===== src/pkg/sfc_pkg.sv =====
// Purpose: shared constants for the serial flash command front end
// Assumes: 200 MHz system clock, serial clock sampled as a plain input
// Notes: status layout and opcode values
package sfc_pkg;
   localparam logic [7:0] OP_SET_LATCH = 8'h06;
   localparam logic [7:0] OP_CLR_LATCH = 8'h04;
   localparam logic [7:0] OP_STAT_RD = 8'h05;
   localparam logic [7:0] OP_STAT_WR = 8'h01;
   localparam logic [7:0] OP_PROGRAM = 8'h02;
   localparam logic [7:0] OP_READ = 8'h03;
   localparam logic [7:0] OP_FAST_READ = 8'h0B;
   localparam logic [7:0] OP_SECT_ERASE_A = 8'h20;
   localparam logic [7:0] OP_SECT_ERASE_B = 8'hD7;
   localparam logic [7:0] OP_BLK_ERASE_A = 8'h52;
   localparam logic [7:0] OP_BLK_ERASE_B = 8'hD8;
   localparam logic [7:0] OP_CHIP_ERASE_A = 8'h60;
   localparam logic [7:0] OP_CHIP_ERASE_B = 8'hC7;
   localparam logic [7:0] OP_ID_A = 8'h9F;
   localparam logic [7:0] OP_ID_B = 8'hAB;
   localparam logic [7:0] OP_DONT_CARE_MASK = 8'hF7;
   localparam int BIT_BUSY = 0;
   localparam int BIT_WEL = 1;
   localparam int BIT_PPE = 7;
   localparam logic [7:0] STAT_WR_MASK = 8'hEC;
   localparam logic [7:0] STAT_RESET = 8'h00;
   localparam logic [7:0] STAT_BUSY_READ = 8'hFF;
   localparam int WRITE_CYCLES = 64;
   typedef enum logic [2:0] {
      SFC_IDLE, SFC_OPCODE, SFC_STAT_DATA, SFC_STAT_OUT, SFC_SINK, SFC_DEAD
   } sfc_state_type;
endpackage


===== src/sfc_front_end.sv =====
// Purpose: slave-side command front end of a small serial flash
// Assumes: sck, cs_n, si, hold_n, write_protect_n come from pins, synchronised here
// Notes: array data phases are not modelled; array opcodes decode into events only
`timescale 1ns/100ps
`default_nettype none
module sfc_front_end #(
   parameter int WRITE_CYCLES = sfc_pkg::WRITE_CYCLES
) (
   input wire logic clk,
   input wire logic reset_n,
   input wire logic sck,
   input wire logic cs_n,
   input wire logic si,
   input wire logic hold_n,
   input wire logic write_protect_n,
   output logic so,
   output logic so_oe,
   output logic [7:0] status_q,
   output logic [2:0] locked_level_q,
   output logic hw_protect_q,
   output logic [7:0] opcode_q,
   output logic program_cmd_q,
   output logic erase_cmd_q,
   output logic read_cmd_q,
   output logic id_cmd_q
);
   logic [1:0] sck_s, cs_s, si_s, hold_s, wp_s;
   logic sck_q, cs_q;
   sfc_pkg::sfc_state_type state_q;
   logic [7:0] shift_q, out_q, stat_q, new_stat_q;
   logic [2:0] bit_q;
   logic wel_q, busy_q, pend_q, so_q;
   logic [15:0] wcnt_q;
   logic rise, fall, sel_start, sel_end, paused, byte_done, hw_prot;
   logic [7:0] nb, masked;

   // every pin passes two flops; sck and cs_n also pass a third, read with the second stage to find edges
   always_ff @(posedge clk or negedge reset_n) begin
      if (!reset_n) begin
         sck_s <= 2'b00;
         cs_s <= 2'b11;
         si_s <= 2'b00;
         hold_s <= 2'b11;
         wp_s <= 2'b11;
         sck_q <= 1'b0;
         cs_q <= 1'b1;
      end else begin
         sck_s <= {sck_s[0], sck};
         cs_s <= {cs_s[0], cs_n};
         si_s <= {si_s[0], si};
         hold_s <= {hold_s[0], hold_n};
         wp_s <= {wp_s[0], write_protect_n};
         sck_q <= sck_s[1];
         cs_q <= cs_s[1];
      end
   end

   assign rise = sck_s[1] & ~sck_q;
   assign fall = ~sck_s[1] & sck_q;
   assign sel_start = ~cs_s[1] & cs_q;
   assign sel_end = cs_s[1] & ~cs_q;
   // pause only acts when the master changes it with sck low, so no edge filter here
   assign paused = ~hold_s[1];
   assign hw_prot = ~wp_s[1] & stat_q[sfc_pkg::BIT_PPE];
   assign nb = {shift_q[6:0], si_s[1]};
   assign byte_done = rise & ~cs_s[1] & ~paused & (bit_q == 3'd7);
   assign masked = nb & sfc_pkg::OP_DONT_CARE_MASK;

   // serial sequence; reset keeps it idle
   always_ff @(posedge clk or negedge reset_n) begin
      if (!reset_n) begin
         state_q <= sfc_pkg::SFC_IDLE;
         shift_q <= 8'h00;
         bit_q <= 3'd0;
         opcode_q <= 8'h00;
      end else if (cs_s[1]) begin
         state_q <= sfc_pkg::SFC_IDLE;
         bit_q <= 3'd0;
      end else begin
         if (sel_start) begin
            state_q <= sfc_pkg::SFC_OPCODE;
            bit_q <= 3'd0;
         end else if (rise && !paused && state_q != sfc_pkg::SFC_DEAD) begin
            shift_q <= nb;
            bit_q <= bit_q + 3'd1;
         end
         if (byte_done) begin
            unique case (state_q)
               sfc_pkg::SFC_OPCODE: begin
                  opcode_q <= nb;
                  if (busy_q && masked != sfc_pkg::OP_STAT_RD)
                     state_q <= sfc_pkg::SFC_SINK;
                  else if (masked == sfc_pkg::OP_STAT_RD)
                     state_q <= sfc_pkg::SFC_STAT_OUT;
                  else if (masked == sfc_pkg::OP_STAT_WR)
                     state_q <= sfc_pkg::SFC_STAT_DATA;
                  else if (masked == sfc_pkg::OP_SET_LATCH || masked == sfc_pkg::OP_CLR_LATCH
                        || masked == sfc_pkg::OP_PROGRAM || nb == sfc_pkg::OP_READ
                        || nb == sfc_pkg::OP_FAST_READ || nb == sfc_pkg::OP_SECT_ERASE_A
                        || nb == sfc_pkg::OP_SECT_ERASE_B || nb == sfc_pkg::OP_BLK_ERASE_A
                        || nb == sfc_pkg::OP_BLK_ERASE_B || nb == sfc_pkg::OP_CHIP_ERASE_A
                        || nb == sfc_pkg::OP_CHIP_ERASE_B || nb == sfc_pkg::OP_ID_A
                        || nb == sfc_pkg::OP_ID_B)
                     state_q <= sfc_pkg::SFC_SINK;
                  else
                     state_q <= sfc_pkg::SFC_DEAD;
               end
               sfc_pkg::SFC_STAT_DATA: state_q <= sfc_pkg::SFC_SINK;
               sfc_pkg::SFC_STAT_OUT, sfc_pkg::SFC_SINK, sfc_pkg::SFC_DEAD,
               sfc_pkg::SFC_IDLE: begin
               end
            endcase
         end
      end
   end

   // one-cycle decode events for the array side, which is outside this block
   always_ff @(posedge clk or negedge reset_n) begin
      if (!reset_n) begin
         program_cmd_q <= 1'b0;
         erase_cmd_q <= 1'b0;
         read_cmd_q <= 1'b0;
         id_cmd_q <= 1'b0;
      end else begin
         program_cmd_q <= byte_done && state_q == sfc_pkg::SFC_OPCODE && !busy_q && wel_q
            && masked == sfc_pkg::OP_PROGRAM;
         erase_cmd_q <= byte_done && state_q == sfc_pkg::SFC_OPCODE && !busy_q && wel_q
            && (nb == sfc_pkg::OP_SECT_ERASE_A || nb == sfc_pkg::OP_SECT_ERASE_B
            || nb == sfc_pkg::OP_BLK_ERASE_A || nb == sfc_pkg::OP_BLK_ERASE_B
            || nb == sfc_pkg::OP_CHIP_ERASE_A || nb == sfc_pkg::OP_CHIP_ERASE_B);
         read_cmd_q <= byte_done && state_q == sfc_pkg::SFC_OPCODE && !busy_q
            && (nb == sfc_pkg::OP_READ || nb == sfc_pkg::OP_FAST_READ);
         id_cmd_q <= byte_done && state_q == sfc_pkg::SFC_OPCODE && !busy_q
            && (nb == sfc_pkg::OP_ID_A || nb == sfc_pkg::OP_ID_B);
      end
   end

   // latch, pending status write and the self-timed cycle
   always_ff @(posedge clk or negedge reset_n) begin
      if (!reset_n) begin
         wel_q <= 1'b0;
         pend_q <= 1'b0;
         busy_q <= 1'b0;
         wcnt_q <= 16'h0000;
         new_stat_q <= 8'h00;
         stat_q <= sfc_pkg::STAT_RESET;
      end else begin
         if (byte_done && state_q == sfc_pkg::SFC_OPCODE && !busy_q) begin
            if (masked == sfc_pkg::OP_SET_LATCH)
               wel_q <= 1'b1;
            if (masked == sfc_pkg::OP_CLR_LATCH)
               wel_q <= 1'b0;
         end
         if (byte_done && state_q == sfc_pkg::SFC_STAT_DATA && wel_q && !hw_prot) begin
            pend_q <= 1'b1;
            new_stat_q <= nb;
         end
         if (pend_q && !cs_s[1] && hw_prot)
            pend_q <= 1'b0;
         if (sel_end && pend_q && !hw_prot) begin
            pend_q <= 1'b0;
            busy_q <= 1'b1;
            wcnt_q <= 16'(WRITE_CYCLES - 1);
         end else if (sel_end) begin
            pend_q <= 1'b0;
         end
         // once running, the pin no longer matters
         if (busy_q) begin
            if (wcnt_q == 16'h0000) begin
               busy_q <= 1'b0;
               wel_q <= 1'b0;
               stat_q <= (stat_q & ~sfc_pkg::STAT_WR_MASK)
                  | (new_stat_q & sfc_pkg::STAT_WR_MASK);
            end else begin
               wcnt_q <= wcnt_q - 16'h0001;
            end
         end
      end
   end

   // status view; bit 4 reads zero except while busy, when every bit reads one
   always_ff @(posedge clk or negedge reset_n) begin
      if (!reset_n) begin
         status_q <= sfc_pkg::STAT_RESET;
         locked_level_q <= 3'd0;
         hw_protect_q <= 1'b0;
      end else begin
         status_q <= busy_q ? sfc_pkg::STAT_BUSY_READ
            : {stat_q[7:2], wel_q, 1'b0};
         hw_protect_q <= hw_prot;
         if (stat_q[3:2] != 2'b00)
            locked_level_q <= 3'd3 + {1'b0, stat_q[3:2]};
         else
            locked_level_q <= {1'b0, stat_q[6:5]};
      end
   end

   // status shifts out msb first on falling sck
   always_ff @(posedge clk or negedge reset_n) begin
      if (!reset_n) begin
         out_q <= 8'h00;
         so_q <= 1'b0;
      end else if (byte_done && state_q == sfc_pkg::SFC_OPCODE
            && masked == sfc_pkg::OP_STAT_RD) begin
         out_q <= busy_q ? sfc_pkg::STAT_BUSY_READ : {stat_q[7:2], wel_q, 1'b0};
      end else if (fall && !paused && state_q == sfc_pkg::SFC_STAT_OUT) begin
         so_q <= out_q[7];
         out_q <= {out_q[6:0], out_q[7]};
      end
   end

   assign so = so_q;
   assign so_oe = ~cs_s[1] & ~paused & (state_q == sfc_pkg::SFC_STAT_OUT);

   dead_float_a: assert property (@(posedge clk) disable iff (!reset_n)
      state_q == sfc_pkg::SFC_DEAD |-> !so_oe) else $error("output driven after bad opcode");
   desel_float_a: assert property (@(posedge clk) disable iff (!reset_n)
      cs_s[1] |-> !so_oe) else $error("output driven while deselected");
   pause_float_a: assert property (@(posedge clk) disable iff (!reset_n)
      paused |-> !so_oe ##0 $stable(bit_q)) else $error("pause not honoured");
   prot_refuse_a: assert property (@(posedge clk) disable iff (!reset_n)
      hw_prot |=> !$rose(pend_q)) else $error("protected status write accepted");
   wp_abort_a: assert property (@(posedge clk) disable iff (!reset_n)
      pend_q && !cs_s[1] && hw_prot |=> !pend_q) else $error("pending write not aborted");
   busy_read_a: assert property (@(posedge clk) disable iff (!reset_n)
      busy_q |=> status_q == 8'hFF) else $error("busy status not all ones");
   latch_done_a: assert property (@(posedge clk) disable iff (!reset_n)
      $fell(busy_q) |-> !wel_q) else $error("latch kept after write cycle");
   no_latch_a: assert property (@(posedge clk) disable iff (!reset_n)
      !wel_q && !busy_q |=> !busy_q) else $error("write cycle without latch");
   busy_ignore_a: assert property (@(posedge clk) disable iff (!reset_n)
      busy_q |=> $stable(wel_q) || !busy_q) else $error("command taken while busy");

   // decode checks watch the opcode byte as it completes
   wel_set_a: assert property (@(posedge clk) disable iff (!reset_n)
      byte_done && state_q == sfc_pkg::SFC_OPCODE && !busy_q
      && masked == sfc_pkg::OP_SET_LATCH |=> wel_q)
      else $error("set-latch opcode not taken");

   wel_clear_a: assert property (@(posedge clk) disable iff (!reset_n)
      byte_done && state_q == sfc_pkg::SFC_OPCODE && !busy_q
      && masked == sfc_pkg::OP_CLR_LATCH |=> !wel_q)
      else $error("clear-latch opcode not taken");

   stat_read_a: assert property (@(posedge clk) disable iff (!reset_n)
      byte_done && state_q == sfc_pkg::SFC_OPCODE
      && masked == sfc_pkg::OP_STAT_RD |=> state_q == sfc_pkg::SFC_STAT_OUT)
      else $error("status read not entered");

   busy_sink_a: assert property (@(posedge clk) disable iff (!reset_n)
      byte_done && state_q == sfc_pkg::SFC_OPCODE && busy_q
      && masked != sfc_pkg::OP_STAT_RD |=> state_q == sfc_pkg::SFC_SINK)
      else $error("busy command not sunk");

   dead_stay_a: assert property (@(posedge clk) disable iff (!reset_n)
      state_q == sfc_pkg::SFC_DEAD && !cs_s[1] && !sel_start
      |=> state_q == sfc_pkg::SFC_DEAD)
      else $error("left dead state while selected");

   sel_open_a: assert property (@(posedge clk) disable iff (!reset_n)
      sel_start
      |=> state_q == sfc_pkg::SFC_OPCODE && bit_q == 3'd0)
      else $error("select did not restart opcode");

   idle_desel_a: assert property (@(posedge clk) disable iff (!reset_n)
      cs_s[1]
      |=> state_q == sfc_pkg::SFC_IDLE)
      else $error("sequence kept while deselected");

   pgm_latch_a: assert property (@(posedge clk) disable iff (!reset_n)
      program_cmd_q
      |-> $past(wel_q) && !$past(busy_q))
      else $error("program taken without latch");

   erase_latch_a: assert property (@(posedge clk) disable iff (!reset_n)
      erase_cmd_q
      |-> $past(wel_q) && !$past(busy_q))
      else $error("erase taken without latch");

   busy_start_a: assert property (@(posedge clk) disable iff (!reset_n)
      $rose(busy_q)
      |-> $past(pend_q) && $past(sel_end))
      else $error("write cycle started off deselect");

   stat_commit_a: assert property (@(posedge clk) disable iff (!reset_n)
      $fell(busy_q) |-> (stat_q & sfc_pkg::STAT_WR_MASK)
      == (new_stat_q & sfc_pkg::STAT_WR_MASK))
      else $error("status bits not committed");

   stat_zero_a: assert property (@(posedge clk) disable iff (!reset_n)
      !busy_q
      |=> status_q[sfc_pkg::BIT_BUSY] == 1'b0 && status_q[4] == 1'b0)
      else $error("ready or unused bit wrong");

   wel_view_a: assert property (@(posedge clk) disable iff (!reset_n)
      !busy_q
      |=> status_q[sfc_pkg::BIT_WEL] == $past(wel_q))
      else $error("latch bit not shown");

   hw_view_a: assert property (@(posedge clk) disable iff (!reset_n)
      1'b1
      |=> hw_protect_q == $past(hw_prot))
      else $error("protect view lags");

   level_top_a: assert property (@(posedge clk) disable iff (!reset_n)
      stat_q[3:2] != 2'b00
      |=> locked_level_q >= 3'd4)
      else $error("upper level bits not preferred");

   pin_ignored_a: assert property (@(posedge clk) disable iff (!reset_n)
      !stat_q[sfc_pkg::BIT_PPE]
      |-> !hw_prot)
      else $error("pin acts with enable clear");

   pause_shift_a: assert property (@(posedge clk) disable iff (!reset_n)
      paused
      |=> $stable(shift_q))
      else $error("input shifted during pause");

   pause_out_a: assert property (@(posedge clk) disable iff (!reset_n)
      paused
      |=> $stable(so_q))
      else $error("output shifted during pause");
endmodule
`default_nettype wire


===== config.mk =====
export PLATFORM = sky130hd
export DESIGN_NAME = sfc_front_end
export DESIGN_NICKNAME = d
export VERILOG_FILES = /design/src/pkg/sfc_pkg.sv /design/src/sfc_front_end.sv
export SDC_FILE = /design/constraint.sdc
export NUM_CORES = 1
export LEC_CHECK = 0
export CAP_MARGIN = 40
export CORE_UTILIZATION = 39
export DETAILED_ROUTE_END_ITERATION = 16
export DONT_BUFFER_PORTS = 1
export HOLD_SLACK_MARGIN = 0.08
export PLACE_DENSITY = 0.59
export SKIP_LAST_GASP = 1
export SLEW_MARGIN = 10
export SYNTH_ARGS = -nofsm -noshare
export SYNTH_HDL_FRONTEND = slang
export SYNTH_SLANG_ARGS = --single-unit

===== constraint.sdc =====
create_clock -name clk -period 2.2 [get_ports clk]
set_input_delay 0.11 -clock clk [delete_from_list [all_inputs] [get_ports clk]]
set_output_delay 0.11 -clock clk [all_outputs]
set_load 0.1 [all_outputs]

==> impl_metrics.env <==
export IMPL_p_leak_uw=0.002129
export IMPL_maxSlewViolCount=0
export IMPL_syn_area_per_cell_um2=11.76
export IMPL_antenna_found_initial=0
export IMPL_holdPathEnd="cs_s[0]"
export IMPL_fillers=858
export IMPL_dp_final_hpwl_um=4900
export IMPL_fin_nets=365
export IMPL_ys_ff_latch=86
export IMPL_worstMarginPinSlew_ps=876.3
export IMPL_die_h_um=100.1
export IMPL_ant_nets=0
export IMPL_cts_root_buf="clkbuf_8"
export IMPL_synth_area_um2=3750
export IMPL_drv_cap=0
export IMPL_timing_fmax_ghz=0.4582
export IMPL_ys_dominant_reg_cell="dfrtp_1"
export IMPL_clk_latency_ps=350
export IMPL_p_per_area_nw_per_um2=656.0
export IMPL_wl_per_cell_um=14.90
export IMPL_irDropWorstVdd_uv=416.1
export IMPL_worst_ep_arrival_time_ps=2420
export IMPL_cts_buffers_inserted=9
export IMPL_vias=2549
export IMPL_vias_per_cell=5.213
export IMPL_first_pass_iters=4
export IMPL_period_minus_slack_ps=2182
export IMPL_relSlewSlack=0.4162
export IMPL_drt_wl_total_um=7284
export IMPL_drc=0
export IMPL_final_area_um2=4481
export IMPL_reg2reg_slack_ps=20
export IMPL_htree_levels=3
export IMPL_rsz0062_at_grt="true"
export IMPL_clk_pin_slew_ps=80
export IMPL_fin_skew_ps=10.05
export IMPL_coreArea_um2=9284
export IMPL_worst_ep_required_time_ps=2440
export IMPL_grt_pass1_vias=2520
export IMPL_finalHoldViolations=0
export IMPL_rr_worst_depth=8
export IMPL_worst_setup_path_type="reg -> reg"
export IMPL_antenna_cells=0
export IMPL_status="finished clean"
export IMPL_rr_startpoint="wcnt_q[1]"
export IMPL_hold_path_class="in -> reg"
export IMPL_grt_max_degree=87
export IMPL_clkSinkCount=86
export IMPL_synth_cells=319
export IMPL_cp_max_fo=6
export IMPL_worstSetupEndpointType="flop"
export IMPL_synth_edf_count=0
export IMPL_seq_area_frac_synth=0.5762
export IMPL_gr_total_overflow=0
export IMPL_post_route_period_util=0.9920
export IMPL_worstReg2RegEnd="stat_q[7]"
export IMPL_drt_iter0_drc=60
export IMPL_synthDistinctLibCells=56
export IMPL_die_w_um=100.1
export IMPL_die_area_um2=10010
export IMPL_final_cell_mix="78 x dfrtp_1, 31 x buf_4, 19 x nand2_1, 19 x mux2_2, 17 x nor2_1"
export IMPL_hp_start="cs_n"
export IMPL_cts_tree="built"
export IMPL_grt_pass1_wl_um=12470
export IMPL_synth_nets=329
export IMPL_synth_async_sr_flop_share=1.000
export IMPL_ctsLongestPathBuffers=2
export IMPL_grt_total_usage=0.1605
export IMPL_drive_above_1_share=0.2861
export IMPL_portBuffers=0
export IMPL_start_util=0.4039
export IMPL_placed_cell_area_um2=4136
export IMPL_area_growth_synth_to_final_pct=19.49
export IMPL_hold_depth=1
export IMPL_gp_congestion=0.7425
export IMPL_rows=35
export IMPL_synth_warnings=0
export IMPL_power_total_uw=2939
export IMPL_pin_count=33
export IMPL_setup_violations=0
export IMPL_worstSetupStartpointType="flop"
export IMPL_final_common_cell="dfrtp_1"
registers in the layout (all words and copies together), names as in the netlist, 2 cells and up:
signal,count
wcnt_q,16
opcode_q,8
out_q,8
shift_q,7
status_q,7
new_stat_q,5
stat_q,5
bit_q,3
locked_level_q,3
state_q,3
cs_s,2
hold_s,2
sck_s,2
si_s,2
wp_s,2
layout make-up:
type                    count  area [µm²]  share of cell area
flip-flops and latches     86        2162              0.4825
multi-input cells         206        1511              0.3373
repair buffers             41       402.9             0.08992
well taps                 129       161.4             0.03602
clock buffers              13       158.9             0.03546
clock inverters             3       42.54            0.009495
inverters                  11       41.29            0.009215
worst max-delay path, cell delays in order, from the launching register on:
cell and delay, ps:
dfrtp_1 410, inv_2 80, ha_4 140, or3b_4 400, nor3_4 190, nand4_1 160
nor3_2 210, buf_4 190, mux2_4 310
synthesized netlist by cell type (2+ instances only):
master	instances	area, µm²
nor3b_4	2	37.54
nor3_2	2	20.02
ha_1	3	37.54
mux2_2	20	225.2
or3b_1	2	17.52
a21o_1	2	15.01
o21ai_0	15	75.07
or2_2	6	37.54
xor2_1	2	17.52
nand2_1	19	71.32
a41oi_1	2	17.52
nor2_1	18	67.56
o21a_1	2	15.01
dfrtp_1	79	1977
nor3b_2	2	25.02
mux2i_1	6	60.06
nand2b_1	5	31.28
nor4_1	5	31.28
buf_2	3	15.01
o211ai_1	2	15.01
o31ai_1	4	30.03
a221o_1	7	70.07
nor3_1	13	65.06
nand4_1	4	25.02
clkbuf_1	10	37.54
buf_4	2	15.01
or3_1	10	62.56
and3_1	3	18.77
a21oi_1	9	45.04
nor3b_1	2	15.01
nor2b_1	7	43.79
inv_1	11	41.29
dfstp_2	7	183.9
mux2_1	4	45.04
nand3_1	7	35.03
o22ai_1	2	12.51
worst max-delay path by stage:
stage / startpoint / end / slack, ps / cells past startpoint
final: wcnt_q[1] / stat_q[7] / 20 / 8
after global placement: wcnt_q[0] / stat_q[5] / 140 / 8
after global routing: wcnt_q[1] / stat_q[7] / -110 / 8
after CTS: wcnt_q[0] / stat_q[5] / 70 / 8
after detailed placement: wcnt_q[0] / stat_q[5] / 100 / 8
after floorplan: wcnt_q[0] / stat_q[5] / 10 / 7
per-stage QoR:
| step | util | setup slack, ps | instances | hold slack, ps | setup TNS [ps] |
|---|---|---|---|---|---|
| after floorplan | - | 9.913 | 319 | -185.6 | 0 |
| after global placement | 0.4367 | 135.2 | 461 | -183.5 | 0 |
| after detailed placement | 0.4456 | 95.60 | 464 | -183.9 | 0 |
| after CTS | 0.4767 | 72.61 | 487 | 280.3 | 0 |
| after global routing | 0.4826 | -105.2 | 489 | 282.4 | -499.0 |
| final | 0.4826 | 17.53 | 489 | 297.5 | 0 |
cells by family after synthesis:
| logic type | Yosys count | synth area share |
|---|---|---|
| XOR/XNOR | 3 | 0.007008 |
| buffers and inverters | 27 | 0.03203 |
| adder cells (fa/ha/maj) | 3 | 0.01001 |
| flip-flops | 86 | 0.5762 |
| multiplexers | 30 | 0.08809 |
| AO/OA/AOI/OAI | 54 | 0.09876 |
| AND/OR/NAND/NOR | 116 | 0.1879 |
timing repair:
action / in CTS / in global routing
gates resized for setup: 0 / 11
endpoints found under the hold margin: 91 / 0
setup buffers: 0 / 2
endpoints found under the setup margin: 0 / 6
hold buffers: 7 / 0
routing by layer:
layer | share of wire | routed length [µm] | GRT usage
met5 | 0 | 0 | 0
met4 | 0.019 | 136 | 0.07246
met1 | 0.48 | 3502 | 0.2227
met2 | 0.47 | 3426 | 0.2462
met3 | 0.030 | 220 | 0.02925
where the power goes:
group | total, µW | internal [µW] | leakage (µW) | switching [µW]
logic | 168 | 67.4 | 0.000870 | 101
registers | 1650 | 1610 | 0.00116 | 36.2
clock network | 1120 | 587 | 0.0000996 | 536
total | 2940 | 2270 | 0.00213 | 673
Note: power is estimated with default switching activity, not from simulation.
